<file path="src/sgw_cfg.svh">
// Offsets, field positions, reset values and timing of the control registers
`ifndef SGW_CFG_SVH
`define SGW_CFG_SVH

`define SGW_ADDR_GP_CTRL        8'h13
`define SGW_ADDR_SELF_TEST      8'h14
`define SGW_ADDR_WDOG_CTRL      8'h16

`define SGW_GP_RESET            8'h10
`define SGW_SELF_TEST_RESET     8'h00
`define SGW_WDOG_RESET          8'hfe

`define SGW_GP_MAP_STRAP_BIT    7
`define SGW_GP_MAP_OVR_BIT      6
`define SGW_GP_MAP_VAL_BIT      5
`define SGW_GP_RSVD_BIT         4
`define SGW_GP_LOW_FREQ_BIT     3
`define SGW_GP_REPEATER_BIT     2
`define SGW_GP_LEGACY_BIT       1
`define SGW_GP_AUDIO_B_BIT      0

`define SGW_ST_SRC_HI           2
`define SGW_ST_SRC_LO           1
`define SGW_ST_ACTIVE_BIT       0
`define SGW_SRC_EXT_CLK         2'h0
`define SGW_SRC_OSC             2'h1

`define SGW_WDOG_TIME_HI        7
`define SGW_WDOG_TIME_LO        1
`define SGW_WDOG_DIS_BIT        0

`define SGW_CLK_PERIOD_NS       4
`define SGW_WDOG_STEP_NS        2000000

`endif

</file>
<file path="src/sgw_pkg.sv">
// Types shared by the control register bank and its watchdog
package sgw_pkg;

    typedef struct packed {
        logic lane_map;
        logic low_freq;
        logic repeater;
        logic legacy;
        logic audio_b;
    } sgw_strap_type;

    typedef struct packed {
        logic       wr;
        logic       rd;
        logic [7:0] addr;
        logic [7:0] wdata;
    } sgw_reg_req_type;

    typedef enum logic [1:0] {
        WDOG_IDLE = 2'b01,
        WDOG_RUN  = 2'b10
    } sgw_wdog_state_type;

endpackage

</file>
<file path="src/sgw_watchdog.sv">
// Control-channel transaction watchdog
`timescale 1ns/1ps
`include "sgw_cfg.svh"

module sgw_watchdog #(
    parameter int STEP_CYCLES = `SGW_WDOG_STEP_NS / `SGW_CLK_PERIOD_NS
) (
    input  wire logic       clk_sys,     // System clock
    input  wire logic       reset,       // Synchronous reset
    input  wire logic       txn_start,   // Transaction begins
    input  wire logic       txn_done,    // Transaction completed
    input  wire logic       enable,      // Watchdog allowed to run
    input  wire logic [6:0] timeout,     // Timeout in 2 ms steps
    output logic            txn_abort    // Abort pulse
);

    localparam int CW = (STEP_CYCLES > 2) ? $clog2(STEP_CYCLES) : 1;

    sgw_pkg::sgw_wdog_state_type state_r;
    logic [CW-1:0]               cycle_r;
    logic [6:0]                  unit_r;
    logic [6:0]                  limit_r;  // Taken at start; rewrites can't skip it
    logic                        step_end;
    logic                        expire;

    assign step_end = (cycle_r == CW'(STEP_CYCLES - 1));
    assign expire   = step_end && ((unit_r + 7'h01) == limit_r);

    always_ff @(posedge clk_sys) begin
        if (reset) begin
            state_r   <= sgw_pkg::WDOG_IDLE;
            cycle_r   <= '0;
            unit_r    <= 7'h00;
            limit_r   <= 7'h00;
            txn_abort <= 1'b0;
        end else begin
            txn_abort <= 1'b0;
            if (txn_start) begin
                state_r <= sgw_pkg::WDOG_RUN;
                cycle_r <= '0;
                unit_r  <= 7'h00;
                limit_r <= timeout;
            end else begin
                unique case (state_r)
                    sgw_pkg::WDOG_IDLE: begin
                        cycle_r <= '0;
                        unit_r  <= 7'h00;
                    end
                    sgw_pkg::WDOG_RUN: begin
                        if (txn_done || !enable) begin
                            state_r <= sgw_pkg::WDOG_IDLE;
                            cycle_r <= '0;
                            unit_r  <= 7'h00;
                        end else if (expire) begin
                            state_r   <= sgw_pkg::WDOG_IDLE;
                            txn_abort <= 1'b1;
                            cycle_r   <= '0;
                            unit_r    <= 7'h00;
                        end else if (step_end) begin
                            cycle_r <= '0;
                            unit_r  <= unit_r + 7'h01;
                        end else begin
                            cycle_r <= cycle_r + CW'(1);
                        end
                    end
                endcase
            end
        end
    end

    a_abort_while_running: assert property (@(posedge clk_sys) disable iff (reset)
        txn_abort |-> $past(state_r == sgw_pkg::WDOG_RUN) && $past(enable)
            && !$past(txn_done) && !$past(txn_start))
        else $error("watchdog aborted outside a running transaction");

    a_start_restarts: assert property (@(posedge clk_sys) disable iff (reset)
        txn_start |=> state_r == sgw_pkg::WDOG_RUN && unit_r == 7'h00
            && cycle_r == '0 && !txn_abort)
        else $error("watchdog did not restart on transaction start");

    a_disable_stops: assert property (@(posedge clk_sys) disable iff (reset)
        (state_r == sgw_pkg::WDOG_RUN && !enable && !txn_start)
            |=> state_r == sgw_pkg::WDOG_IDLE && !txn_abort)
        else $error("disabled watchdog kept running");

    a_done_clears: assert property (@(posedge clk_sys) disable iff (reset)
        (txn_done && !txn_start) |=> state_r == sgw_pkg::WDOG_IDLE
            && unit_r == 7'h00 && !txn_abort)
        else $error("completed transaction left watchdog counting");

    a_unit_bounded: assert property (@(posedge clk_sys) disable iff (reset)
        (state_r == sgw_pkg::WDOG_RUN && limit_r != 7'h00)
            |-> unit_r < limit_r)
        else $error("watchdog count passed the programmed timeout");

    c_abort_seen: cover property (@(posedge clk_sys) disable iff (reset)
        txn_abort);

endmodule

</file>
<file path="src/sgw_ctrl_regs.sv">
// General-purpose, self-test and watchdog control registers
`timescale 1ns/1ps
`include "sgw_cfg.svh"

// What this block does
// Bit 7 returns lane map strap level
// Bit 6 picks strap or bit 5
// Override value 0 LSBs, 1 MSBs lane three
// Bit 3 returns low frequency strap
// Bit 2 returns repeater strap
// Bit 1 returns legacy compatibility mode
// Bit 0 returns second audio channel mode
// Functional mode falls back to oscillator
// Self-test source: 00 external, 01 oscillator
// Low frequency strap slows oscillator
// Watchdog aborts stalled control channel transaction
// Timeout field counts 2 ms steps, reset fe
// Host never writes zero timeout
// Bit 0 set stops the watchdog
// Counter restarts per transaction, clears at end
module sgw_ctrl_regs #(
    parameter int WDOG_STEP_CYCLES = `SGW_WDOG_STEP_NS / `SGW_CLK_PERIOD_NS
) (
    input  wire logic                    clk_sys,        // System clock
    input  wire logic                    reset,          // Synchronous reset
    input  wire sgw_pkg::sgw_reg_req_type reg_req,       // Register access
    output logic [7:0]                   reg_rdata,      // Read data
    output logic                         reg_rvalid,     // Read data valid
    input  wire sgw_pkg::sgw_strap_type  straps,         // Strap levels
    input  wire logic                    self_test,      // Self-test running
    input  wire logic                    pclk_present,   // Pixel clock seen
    input  wire logic                    osc_fallback_en, // Fallback allowed
    input  wire logic                    txn_start,      // Channel txn start
    input  wire logic                    txn_done,       // Channel txn done
    output logic                         lane_map_select, // 1: MSBs lane 3
    output logic                         use_internal_osc, // Clock from osc
    output logic                         osc_freq_low,   // Osc at low rate
    output logic                         txn_abort       // Txn terminated
);

    logic [1:0] map_ctrl_r;   // [1] override, [0] value
    logic [1:0] osc_src_r;
    logic [7:0] wdog_r;
    logic       wr_gp;
    logic       wr_st;
    logic       wr_wd;

    assign wr_gp = reg_req.wr && (reg_req.addr == `SGW_ADDR_GP_CTRL);
    assign wr_st = reg_req.wr && (reg_req.addr == `SGW_ADDR_SELF_TEST);
    assign wr_wd = reg_req.wr && (reg_req.addr == `SGW_ADDR_WDOG_CTRL);

    function automatic logic [7:0] read_value(
        input logic [7:0]            addr,
        input sgw_pkg::sgw_strap_type s,
        input logic [1:0]            map_ctrl,
        input logic [1:0]            src,
        input logic                  st,
        input logic [7:0]            wd
    );
        logic [7:0] v;
        v = 8'h00;
        unique case (addr)
            `SGW_ADDR_GP_CTRL: begin
                v = `SGW_GP_RESET;
                v[`SGW_GP_MAP_STRAP_BIT] = s.lane_map;
                v[`SGW_GP_MAP_OVR_BIT]   = map_ctrl[1];
                v[`SGW_GP_MAP_VAL_BIT]   = map_ctrl[0];
                v[`SGW_GP_LOW_FREQ_BIT]  = s.low_freq;
                v[`SGW_GP_REPEATER_BIT]  = s.repeater;
                v[`SGW_GP_LEGACY_BIT]    = s.legacy;
                v[`SGW_GP_AUDIO_B_BIT]   = s.audio_b;
            end
            `SGW_ADDR_SELF_TEST: begin
                v[`SGW_ST_SRC_HI:`SGW_ST_SRC_LO] = src;
                v[`SGW_ST_ACTIVE_BIT]            = st;
            end
            `SGW_ADDR_WDOG_CTRL: begin
                v = wd;
            end
            default: begin
                v = 8'h00;
            end
        endcase
        return v;
    endfunction

    // Lane map override register
    always_ff @(posedge clk_sys) begin
        if (reset) begin
            map_ctrl_r <= 2'h0;
        end else if (wr_gp) begin
            map_ctrl_r <= {reg_req.wdata[`SGW_GP_MAP_OVR_BIT],
                           reg_req.wdata[`SGW_GP_MAP_VAL_BIT]};
        end
    end

    // Oscillator source field
    always_ff @(posedge clk_sys) begin
        if (reset) begin
            osc_src_r <= `SGW_SRC_EXT_CLK;
        end else if (wr_st) begin
            osc_src_r <= reg_req.wdata[`SGW_ST_SRC_HI:`SGW_ST_SRC_LO];
        end
    end

    // Watchdog control register
    always_ff @(posedge clk_sys) begin
        if (reset) begin
            wdog_r <= `SGW_WDOG_RESET;
        end else if (wr_wd) begin
            wdog_r <= reg_req.wdata;
        end
    end

    // Read port, one cycle latency
    always_ff @(posedge clk_sys) begin
        if (reset) begin
            reg_rdata  <= 8'h00;
            reg_rvalid <= 1'b0;
        end else begin
            reg_rvalid <= reg_req.rd;
            if (reg_req.rd) begin
                reg_rdata <= read_value(reg_req.addr, straps, map_ctrl_r,
                                        osc_src_r, self_test, wdog_r);
            end
        end
    end

    // Lane map selection
    always_ff @(posedge clk_sys) begin
        if (reset) begin
            lane_map_select <= 1'b0;
        end else begin
            lane_map_select <= map_ctrl_r[1] ? map_ctrl_r[0]
                                             : straps.lane_map;
        end
    end

    // Clock source selection
    always_ff @(posedge clk_sys) begin
        if (reset) begin
            use_internal_osc <= 1'b0;
            osc_freq_low     <= 1'b0;
        end else begin
            if (self_test) begin
                use_internal_osc <= (osc_src_r == `SGW_SRC_OSC);
            end else begin
                use_internal_osc <= !pclk_present && osc_fallback_en;
            end
            osc_freq_low <= straps.low_freq;
        end
    end

    sgw_watchdog #(
        .STEP_CYCLES (WDOG_STEP_CYCLES)
    ) u_watchdog (
        .clk_sys   (clk_sys),
        .reset     (reset),
        .txn_start (txn_start),
        .txn_done  (txn_done),
        .enable    (!wdog_r[`SGW_WDOG_DIS_BIT]),
        .timeout   (wdog_r[`SGW_WDOG_TIME_HI:`SGW_WDOG_TIME_LO]),
        .txn_abort (txn_abort)
    );

    a_strap_readback: assert property (@(posedge clk_sys) disable iff (reset)
        (reg_req.rd && reg_req.addr == `SGW_ADDR_GP_CTRL)
            |=> reg_rvalid
            && reg_rdata[`SGW_GP_MAP_STRAP_BIT] == $past(straps.lane_map)
            && reg_rdata[`SGW_GP_LOW_FREQ_BIT] == $past(straps.low_freq)
            && reg_rdata[`SGW_GP_REPEATER_BIT] == $past(straps.repeater))
        else $error("strap bits read back wrong");

    a_status_readback: assert property (@(posedge clk_sys) disable iff (reset)
        (reg_req.rd && reg_req.addr == `SGW_ADDR_GP_CTRL)
            |=> reg_rdata[`SGW_GP_LEGACY_BIT] == $past(straps.legacy)
            && reg_rdata[`SGW_GP_AUDIO_B_BIT] == $past(straps.audio_b)
            && reg_rdata[`SGW_GP_RSVD_BIT])
        else $error("mode status bits read back wrong");

    a_map_override: assert property (@(posedge clk_sys) disable iff (reset)
        (wr_gp && reg_req.wdata[`SGW_GP_MAP_OVR_BIT])
            ##1 !wr_gp |=> lane_map_select
            == $past(reg_req.wdata[`SGW_GP_MAP_VAL_BIT], 2))
        else $error("override value not driven to lane map");

    a_map_from_strap: assert property (@(posedge clk_sys) disable iff (reset)
        (wr_gp && !reg_req.wdata[`SGW_GP_MAP_OVR_BIT])
            ##1 !wr_gp |=> lane_map_select == $past(straps.lane_map))
        else $error("lane map did not follow strap");

    a_test_src_osc: assert property (@(posedge clk_sys) disable iff (reset)
        (self_test && osc_src_r == `SGW_SRC_OSC) |=> use_internal_osc)
        else $error("self-test did not select oscillator");

    a_test_src_ext: assert property (@(posedge clk_sys) disable iff (reset)
        (self_test && osc_src_r == `SGW_SRC_EXT_CLK) |=> !use_internal_osc)
        else $error("self-test did not select pixel clock");

    a_func_fallback: assert property (@(posedge clk_sys) disable iff (reset)
        (!self_test && !pclk_present && osc_fallback_en)
            |=> use_internal_osc)
        else $error("no oscillator fallback without pixel clock");

    a_low_freq_osc: assert property (@(posedge clk_sys) disable iff (reset)
        straps.low_freq [*2] |-> osc_freq_low)
        else $error("oscillator not slowed by low frequency strap");

    a_wdog_default: assert property (@(posedge clk_sys)
        reset |=> wdog_r == `SGW_WDOG_RESET)
        else $error("watchdog control reset value wrong");

    a_unmapped_zero: assert property (@(posedge clk_sys) disable iff (reset)
        (reg_req.rd && reg_req.addr != `SGW_ADDR_GP_CTRL
            && reg_req.addr != `SGW_ADDR_SELF_TEST
            && reg_req.addr != `SGW_ADDR_WDOG_CTRL)
            |=> reg_rvalid && reg_rdata == 8'h00)
        else $error("unmapped address read not zero");

    c_map_override: cover property (@(posedge clk_sys) disable iff (reset)
        wr_gp && reg_req.wdata[`SGW_GP_MAP_OVR_BIT]);

    c_self_test_osc: cover property (@(posedge clk_sys) disable iff (reset)
        self_test && use_internal_osc);

    c_wdog_disabled: cover property (@(posedge clk_sys) disable iff (reset)
        wr_wd && reg_req.wdata[`SGW_WDOG_DIS_BIT]);

endmodule

</file>
<file path="config.mk">
export PLATFORM = sky130hd
export DESIGN_NAME = sgw_ctrl_regs
export DESIGN_NICKNAME = d
export VERILOG_FILES = /design/src/sgw_pkg.sv /design/src/sgw_watchdog.sv /design/src/sgw_ctrl_regs.sv
export VERILOG_INCLUDE_DIRS = /design/src
export SDC_FILE = /design/constraint.sdc
export NUM_CORES = 1
export LEC_CHECK = 0
export ABC_AREA = 1
export ABC_CLOCK_PERIOD_IN_PS = 1600
export BUFFER_PORTS_ARGS = -buffer_cell sky130_fd_sc_hd__buf_4
export CAP_MARGIN = 30
export CORE_UTILIZATION = 49
export DETAILED_ROUTE_END_ITERATION = 8
export HOLD_SLACK_MARGIN = 0.03
export PLACE_DENSITY_LB_ADDON = 0.25
export SYNTH_ARGS = -nofsm -noshare
export SYNTH_HDL_FRONTEND = slang
export SYNTH_SLANG_ARGS = --single-unit
</file>
<file path="constraint.sdc">
create_clock -name clk_sys -period 1.6 [get_ports clk_sys]
set_clock_uncertainty 0.2 [all_clocks]
set_input_delay 0.08 -clock clk_sys [delete_from_list [all_inputs] [get_ports clk_sys]]
set_output_delay 0.08 -clock clk_sys [all_outputs]
set_load 0.1 [all_outputs]
</file>
# Yosys cells after proc, flatten, opt, wreduce, memory -nomap -nowiden
# Index checks and enable logic that the tools add are counted.
[word_totals]
register_bits = 60
inputBits = 30
out_inout_bits = 13
word_cells = 54
[classes]
addsub = 2
n_eq_ne = 9
muxes = 17
bitwise = 1
reduce_logical = 12
[ops]
columns = ["cell", "n"]
rows = [
  ["19-bit 2-to-1 mux", 3],
  ["19-bit case mux with 2 select lines", 1],
  ["8-bit by 5-bit == test with 1-bit output (second input constant)", 3],
  ["7-bit 2-to-1 mux", 3],
  ["19-bit by 1-bit adder with 19-bit output (second input constant)", 1],
  ["19-bit == test (second input constant)", 1],
  ["7-bit case mux with 2 select lines", 1],
  ["5-bit case mux with 2 select lines", 1],
  ["3-bit case mux with 3 select lines", 1],
  ["2-bit 2-to-1 mux", 4],
  ["7-bit by 1-bit adder with 7-bit output (second input constant)", 1],
  ["7-bit == test", 1],
  ["1-bit logical AND", 5],
  ["2-bit by 1-bit == test with 1-bit output (second input constant)", 2],
  ["4-bit by 1-bit != test with 1-bit output (second input constant)", 1],
  ["4-bit OR reduction", 1],
  ["1-bit 2-to-1 mux", 3],
  ["3-bit nonzero test", 1],
  ["2-bit == test (second input constant)", 1],
  ["2-bit AND reduction", 1],
  ["2-bit nonzero test", 1],
  ["2-bit OR reduction", 1],
  ["1-bit logical NOT", 1],
  ["1-bit logical OR", 1],
  ["1-bit NOT", 1],
]

# Logic depth before layout (Yosys ltp)
# Gate-level depths: netlist of run 1.
[logic_depth]
depth_word = 7
depth_mapped = 14
ltp_nobuf = 13

# By module
# From an unflattened synthesis of run 1, not the netlist that was laid out.
[hier_totals]
hier_cells = 445
hier_area_um2 = 3075.4
[modules_own_cells]
columns = ["module", "n_inst", "cells_each", "area_per_inst_um2", "seq_area_each_um2"]
rows = [
  ["sgw_watchdog", 1, 294, 1979.4, 720.7],
  ["sgw_ctrl_regs", 1, 151, 1096.1, 480.5],
]

# Worst setup path before layout of run 1
# No wires, ideal clock.
[synth_path]
path_kind = "register to register"
start = "register u_watchdog.cycle_r[0]"
end = "register u_watchdog.unit_r[2]"
setup_ns = 0.116
t_arrival_ns = 1.382
required_ns = 1.284
setup_slack_ns = -0.098
path_stages_with_launch = 11
path_buffers = 0
period_less_slack_ns = 1.698
cell_sequence = "dfxtp_1 -> ha_1 -> nand2_2 -> nor2_4 -> nand3_1 -> nor2_4 -> nand2_1 -> nor2_2 -> nand4_4 -> nand2_1 -> o21ai_1"
[synth_via]
elab_chain_len = 5
elab_cells_between_ends = 6
cone_classes = "eq/ne: 2; mux: 3; reduce/logical: 1"
[synth_lines]
columns = ["element", "line_no", "text"]
rows = [
  ["start, declared", "sgw_watchdog.sv:20", "logic [CW-1:0] cycle_r;"],
  ["start signal, assigned", "sgw_watchdog.sv:63", "cycle_r <= cycle_r + CW'(1);"],
  ["19-bit == test (*)", "sgw_watchdog.sv:26", "assign step_end = (cycle_r == CW'(STEP_CYCLES - 1));"],
  ["1-bit logical AND", "sgw_watchdog.sv:27", "assign expire = step_end && ((unit_r + 7'h01) == limit_r);"],
  ["7-bit 2-to-1 mux", "sgw_watchdog.sv:54", "end else if (expire) begin"],
  ["7-bit 2-to-1 mux", "sgw_watchdog.sv:50", "if (txn_done || !enable) begin"],
  ["7-bit case mux with 2 select lines", "sgw_watchdog.sv:44", "unique case (state_r)"],
  ["end signal, assigned", "sgw_watchdog.sv:61", "unit_r <= unit_r + 7'h01;"],
  ["end, declared", "sgw_watchdog.sv:21", "logic [6:0] unit_r;"],
]
# Mark *: on every way between the ends. The rest lies on a longest branch, timed or not.
# A chain may end at the register's enable or synchronous reset.

# Worst setup path in the final report of run 1
[layout_path]
start = "register u_watchdog.unit_r[1]"
end = "register u_watchdog.state_r[1]"
[layout_via]
elab_chain_len = 5
[layout_lines]
columns = ["element", "line_no", "text"]
rows = [
  ["7-bit by 1-bit adder with 7-bit output", "sgw_watchdog.sv:27", ""],
  ["7-bit == test", "sgw_watchdog.sv:27", ""],
  ["1-bit logical AND", "sgw_watchdog.sv:27", ""],
  ["3-bit nonzero test (no source line)", "--", ""],
  ["2-bit AND reduction (no source line)", "--", ""],
  ["end signal, assigned", "sgw_watchdog.sv:31", "state_r <= sgw_pkg::WDOG_IDLE;"],
  ["end signal, assigned", "sgw_watchdog.sv:39", "state_r <= sgw_pkg::WDOG_RUN;"],
  ["end signal, assigned", "sgw_watchdog.sv:51", "state_r <= sgw_pkg::WDOG_IDLE;"],
  ["end, declared", "sgw_watchdog.sv:19", "sgw_pkg::sgw_wdog_state_type state_r;"],
]
# Every way passes these cells.

==> impl_metrics.yaml, run 1 <==
sta:
  final_hold_viol_count: 1
  worst_slack_ns: -0.305
  timing.fmax_mhz: 525
  slew_headroom_pct: 68.4
  tightestPinTransition_ns: 0.472
  slew_viol_final: 0
  finalCritPeriodShare_pct: 119
  setup_violations: 34
  rsz0062_at_grt: "yes"
  layout_min_cycle_time_ns: 1.91
  finalHoldWorstSlack_ns: -0.00703
global_route:
  overflow: 0
  grt_start_max_net_pins: 21
  grt_pass1_vias: 3010
  grt_pass1_wl_um: 13300
  grt_use_total_pct: 27.7
  antenna_found_initial: 0
yosys:
  synth_top_area_share_pct: 41.1
  synth_top_area_cell: "dfxtp_1"
  ys_ff_latch: 60
  ys_seq_area_share_pct: 41.1
  syn_area_mm2: 0.00292
  synth_top_cells_by_count: "nand2_1, dfxtp_1, inv_1"
  synth_edf_count: 0
  ys_types: 33
  ys_top_cells_by_area: "dfxtp_1, nand2_1, inv_1"
  yosysWarnings: 0
  synth-async-reset-ratio_pct: 0
  synth_fp_nets: 442
  synth_cells: 410
  avgSynthCellArea_um2: 7.12
  yosysMostFrequentCell: "nand2_1"
  ys.flop_type: "dfxtp_1"
power_and_ir_drop:
  power_density_mw_per_mm2: 703
  p_clk_share_pct: 39.1
  p_leak_nw: 2.03
  seqPwrFrac_pct: 49.1
  p_int_w: 0.00232
  ir_worst_vdd_v: 0.000509
  power_switching_share_pct: 26.1
  power.switching_w: 0.000820
  combPwrFrac_pct: 11.8
clock_network:
  cts_buffers: 9
  cts_root_buf: "clkbuf_8"
  clock_latency_ns: 0.35
  cts_tree: "built"
  path_clk_slew_ns: 0.06
  htree_levels: 3
  cts.sinks: 60
  ctsLongestPathBuffers: 2
floorplanning:
  dieArea_mm2: 0.00627
  boundaryPins: 43
  placementRows: 27
  dieHeight_um: 79.2
  dieWidth_um: 79.2
  core_mm2: 0.00561
  start_util_pct: 52.1
cells_and_area:
  nNetsFinal: 587
  final_cells: 631
  diodes: 0
  final_cell_area_mm2: 0.00446
  area_growth_pct: 52.9
  layout-drive-gt1-share_pct: 34.9
place:
  dpl_cell_area_mm2: 0.00372
  hpwl_um: 5310
  globalplace.congestion: 0.839
  place.port_buffers: 42
  dp.cells: 569
route:
  dr.pass1.iters: 6
  dr.first_iter.drc_count: 267
  drt_wl_total_um: 9270
  ant_nets: 0
  wire_per_inst_um: 14.7
  via_count: 3351
  drc: 0
  vias_per_cell: 5.31
setup_path:
  crit_type: "register to register"
  crit_required_ns: 1.64
  critPathArrivalTime_ns: 1.95
  path_max_fanout: 4
  endpoint_kind: "register"
  start_kind: "register"
outcome:
  violations: "negative hold slack, negative setup slack"
  status: "complete, but fails checks"
job:
  drv_cap: 0
min_path:
  hold_class: "primary input to register"
[worst max-delay path, cell delays in order (launching register included)]
cell	delay [ns]
dfxtp_2	0.35
buf_4	0.14
nand2_1	0.06
nor2_2	0.15
nand2_1	0.09
nand2_1	0.10
nand2_1	0.09
nand2_1	0.07
nand2_1	0.08
nor2_1	0.14
nand2_1	0.08
nand2_1	0.07
nand3_2	0.07
nand2_1	0.07
inv_1	0.04
[power groups by stage]
| stage | combinational, W | clock, W | sequential, W |
|---|---|---|---|
| 2_1_floorplan | 0.0000880 | 0 | 0.00165 |
| 3_3_place_gp | 0.000279 | 0 | 0.00157 |
| 3_5_place_dp | 0.000283 | 0 | 0.00157 |
| 4_1_cts | 0.000343 | 0.00123 | 0.00154 |
| 5_1_grt | 0.000389 | 0.00130 | 0.00154 |
| 6_report | 0.000370 | 0.00123 | 0.00154 |
[stage by stage]
step / util [%] / hold slack (ns) / power (W) / TNS (ns) / worst slack [ns]
6_report: 79.6 / -0.00703 / 0.00314 / -5.52 / -0.305
5_1_grt: 79.6 / 0.00535 / 0.00324 / -8.83 / -0.493
4_1_cts: 76.9 / 0.0430 / 0.00311 / -4.25 / -0.201
3_5_place_dp: 66.3 / 0.0897 / 0.00186 / -4.06 / -0.245
3_3_place_gp: 66.3 / 0.0904 / 0.00185 / -2.74 / -0.150
2_1_floorplan: - / -0.0203 / 0.00174 / -0.597 / -0.0755
[worst paths after layout]
| check | slack, ns | to | cells after the start | start |
|---|---|---|---|---|
| worst max-delay path | -0.31 | u_watchdog.state_r[1] | 14 | u_watchdog.unit_r[1] |
| worst max register to register | -0.31 | u_watchdog.state_r[1] | 14 | u_watchdog.unit_r[1] |
| worst min register to register | 0.26 | u_watchdog.cycle_r[9] | 2 | u_watchdog.cycle_r[9] |
| worst min-delay path | -0.007 | u_watchdog.txn_abort | 4 | txn_start |
[registers in the layout, indices dropped and copies added (netlist names)]
register              flops
lane_map_select           1
map_ctrl_r                2
osc_freq_low              1
osc_src_r                 2
reg_rdata                 8
reg_rvalid                1
u_watchdog.cycle_r       19
u_watchdog.limit_r        7
u_watchdog.state_r        2
u_watchdog.txn_abort      1
u_watchdog.unit_r         7
use_internal_osc          1
wdog_r                    8
[layout make-up]
cell class | instances | area, um2
inverters | 64 | 248
repair buffers | 143 | 1180
flip-flops and latches | 60 | 1210
fillers | 331 | 1140
clock inverters | 2 | 10.0
multi-input cells | 277 | 1570
clock buffers | 13 | 159
well taps | 72 | 90.1
[cells by family after synthesis]
logic type      share of synthesized area, %
simple gates                            34.0
buf+inv                                 9.99
fa+ha+maj                              0.857
xor+xnor                                1.80
compound gates                          12.2
flops                                   41.1
[metal layers]
| layer | track usage (%) | share of wire, % | wire [um] |
|---|---|---|---|
| met5 | 0 | 0 | 0 |
| met4 | 11.6 | 4.5 | 416 |
| met3 | 6.78 | 6.9 | 643 |
| met2 | 49.1 | 51 | 4710 |
| met1 | 31.5 | 38 | 3510 |
[cell usage in the layout (no fill, tap or decap), drive strengths merged]
master         n
o21a           1
or2            1
a21oi         30
and2           1
nand3         28
a31oi          1
nor4           3
clkbuf        13
or3b           1
o31ai          1
o21ai         30
nor3b          3
nand4          8
clkinv         3
ha             2
buf          109
xor2           5
xnor2          1
nor2          43
nand2        100
nor3          14
inv           63
dlygate4sd3   34
o221ai         4
dfxtp         60
[repair_timing]
item | in CTS | in global routing
resized for setup | 21 | 27
pin swaps | 10 | 16
hold endpoints to repair | 34 | 8
gates cloned | 0 | 0
hold buffers | 33 | 4
setup buffers | 5 | 9
setup endpoints to repair | 29 | 34
Power figures use the tool's default switching activity.
==> inputs of run 2 (changes only) <==
- ABC_AREA: 1 -> default
==> run 2 against run 1 <==
  * Highest routed layer unchanged
  * Cell area up 2.5%
  * Maximum frequency down 2.0%
  * The run still ends with negative hold slack, negative setup slack left
  * Count of clock-buffer cells in the layout stayed put
==> impl_metrics.yaml, run 2 <==
cells_and_area:
  nNetsFinal: 478
  final_cell_area_mm2: 0.00457
  area_growth_pct: 63.3
  utilization_pct: 83.1
  final_cells: 522
  layout-drive-gt1-share_pct: 43.6
  largest-register: "u_watchdog.cycle_r"
  seq_area_mm2: 0.00123
  diodes: 0
  final_cell_mix: "buf_4, dfxtp_1, nand2_1"
  multi_input_area_mm2: 0.00188
  final_common_cell: "buf_4"
  largestRegisters: "u_watchdog.cycle_r: 19 flops, reg_rdata: 8 flops, wdog_r: 8 flops"
  largest_reg_flops: 19
  fillers: 331
route:
  drt_wl_total_um: 9080
  wire_per_inst_um: 17.4
  vias_per_cell: 5.50
  drc: 0
  dr.first_iter.drc_count: 158
  ant_nets: 0
  dr.pass1.iters: 4
  via_count: 2872
yosys:
  syn_area_mm2: 0.00280
  synth-xor-area-share_pct: 8.49
  ys_types: 47
  synth_top_area_cell: "dfxtp_1"
  ys_top_cells_by_area: "dfxtp_1, nor2_1, nand2_1"
  synth_edf_count: 0
  synth-async-reset-ratio_pct: 0
  synth_top_cells_by_count: "dfxtp_1, nor2_1, nand2_1"
  yosys.area_share.adder_pct: 0.893
  yosysMostFrequentCell: "dfxtp_1"
  avgSynthCellArea_um2: 8.92
  ys.flop_type: "dfxtp_1"
  synthSimpleGateAreaFrac_pct: 28.3
  synth_top_family_by_area: "simple AND/OR/NAND/NOR gates"
  ys_ff_latch: 60
  synth-compound-area-share_pct: 12.8
  yosysWarnings: 0
  synth_fp_nets: 346
  synthMuxAreaShare_pct: 4.29
  ys_seq_area_share_pct: 42.9
  synth_top_area_share_pct: 42.9
  synth_cells: 314
global_route:
  grt_pass1_vias: 2820
  overflow: 0
  grt_use_total_pct: 28.3
  antenna_found_initial: 0
  grt_pass1_wl_um: 13000
  grt_start_max_net_pins: 32
power_and_ir_drop:
  combPwrFrac_pct: 10.2
  p_int_w: 0.00263
  power_switching_share_pct: 22.9
  power.switching_w: 0.000782
  p_clk_share_pct: 45.0
  power_density_mw_per_mm2: 745
  seqPwrFrac_pct: 44.8
  p_leak_nw: 1.90
  ir_worst_vdd_v: 0.000499
sta:
  tightestPinTransition_ns: 0.952
  finalHoldWorstSlack_ns: -0.0386
  setup_violations: 28
  layout_min_cycle_time_ns: 1.94
  timing.fmax_mhz: 514
  slew_viol_final: 0
  finalCritPeriodShare_pct: 121
  slew_headroom_pct: 36.3
  rsz0062_at_grt: "yes"
  worst_slack_ns: -0.344
  final_hold_viol_count: 1
min_path:
  hold_class: "primary input to register"
  holdPathStages: 5
clock_network:
  cts.sinks: 60
  clock_latency_ns: 0.34
  ctsLongestPathBuffers: 2
  cts_tree: "built"
  cts_buffers: 9
  path_clk_slew_ns: 0.06
  cts_root_buf: "clkbuf_8"
  htree_levels: 3
setup_path:
  endpoint_kind: "register"
  crit_type: "register to register"
  critPathArrivalTime_ns: 1.95
  r2r_cells: 6
  crit_required_ns: 1.61
  path_max_fanout: 7
  path_cells: "ha_4, and3_4, and4_4, o2111ai_4, o31ai_4, o21ai_0"
  critPathSlowestCell: "o31ai_4"
  cp_slowest_stage_delay_ns: 0.38
  start_kind: "register"
floorplanning:
  core_mm2: 0.00551
  boundaryPins: 43
  dieHeight_um: 77.6
  start_util_pct: 50.9
  dieWidth_um: 77.6
  dieArea_mm2: 0.00602
  placementRows: 27
outcome:
  status: "complete, but fails checks"
  violations: "negative hold slack, negative setup slack"
place:
  dpl_cell_area_mm2: 0.00363
  hpwl_um: 4860
  globalplace.congestion: 0.828
  dp.cells: 469
  place.port_buffers: 42
job:
  drv_cap: 0
==> run 2: cell count changes after synthesis, sizes merged, moves of 7 or more <==
cell	delta
a21oi	-25
inv	-62
mux2i	+12
nand2	-60
nand3	-12
nand3b	+8
o211ai	+7
o21ai	-25
xnor2	+14
==> run 2: path summary, 6_finish.rpt <==
kind         slack (ns)                    end                 start
max               -0.34   u_watchdog.unit_r[0]  u_watchdog.unit_r[0]
min reg2reg        0.27           reg_rdata[1]          reg_rdata[1]
max reg2reg       -0.34   u_watchdog.unit_r[0]  u_watchdog.unit_r[0]
min               -0.04  u_watchdog.cycle_r[4]                 reset
==> run 2: metrics by stage <==
step                      hold slack, ns  total power [W]  setup WS [ns]  setup TNS, ns
after global routing             -0.0262          0.00352         -0.441          -7.12
after CTS                         0.0380          0.00340         -0.339          -4.45
after global placement            0.0890          0.00182         -0.288          -4.66
final                            -0.0386          0.00341         -0.344          -5.13
after floorplan                  -0.0418          0.00172         -0.212          -1.84
after detailed placement          0.0986          0.00183         -0.339          -6.06
==> run 2: logic make-up after synthesis <==
group / after synthesis
simple gates: 157
mux: 12
flops: 60
buf+inv: 14
xor+xnor: 25
fa+ha+maj: 2
compound gates: 44
==> run 2: final cells by class <==
type / instances / share of cell area [%]
flip-flops and latches: 60 / 26.8
multi-input cells: 240 / 41.1
clock inverters: 2 / 0.848
inverters: 2 / 0.164
repair buffers: 133 / 24.9
clock buffers: 13 / 4.16
well taps: 72 / 1.97
==> run 2: power groups by stage <==
stage	sequential (W)	clock [W]	combinational (W)
final	0.00153	0.00154	0.000346
after global routing	0.00153	0.00163	0.000367
after CTS	0.00153	0.00155	0.000321
after detailed placement	0.00156	0	0.000265
after global placement	0.00156	0	0.000260
after floorplan	0.00160	0	0.000123
==> run 2: per-layer routing <==
metal | GRT usage, % | vias up | part of all wire (%) | wire [um]
met5 | 0 | - | 0 | 0
met2 | 51.7 | 91 | 52 | 4750
met1 | 32.5 | 1370 | 40 | 3600
met4 | 8.30 | 0 | 3.4 | 313
li1 | - | 1378 | - | -
met3 | 6.71 | 33 | 4.5 | 412
==> run 2: critical path, delay by kind of cell (launching register included) <==
kind	cells	cell delay (ns)
AOI/OAI and AO/OA	3	0.71
and+or+nand+nor	2	0.42
DFF	1	0.36
adders and majority gates	1	0.13
==> run 2: what timing repair did <==
action                     in CTS  in global routing
resized for setup              45                 46
cloned                          2                  0
pin swaps                      21                 22
hold endpoints to repair       41                 30
buffers inserted               10                  3
setup endpoints to repair      28                 29
hold buffers                   22                  4
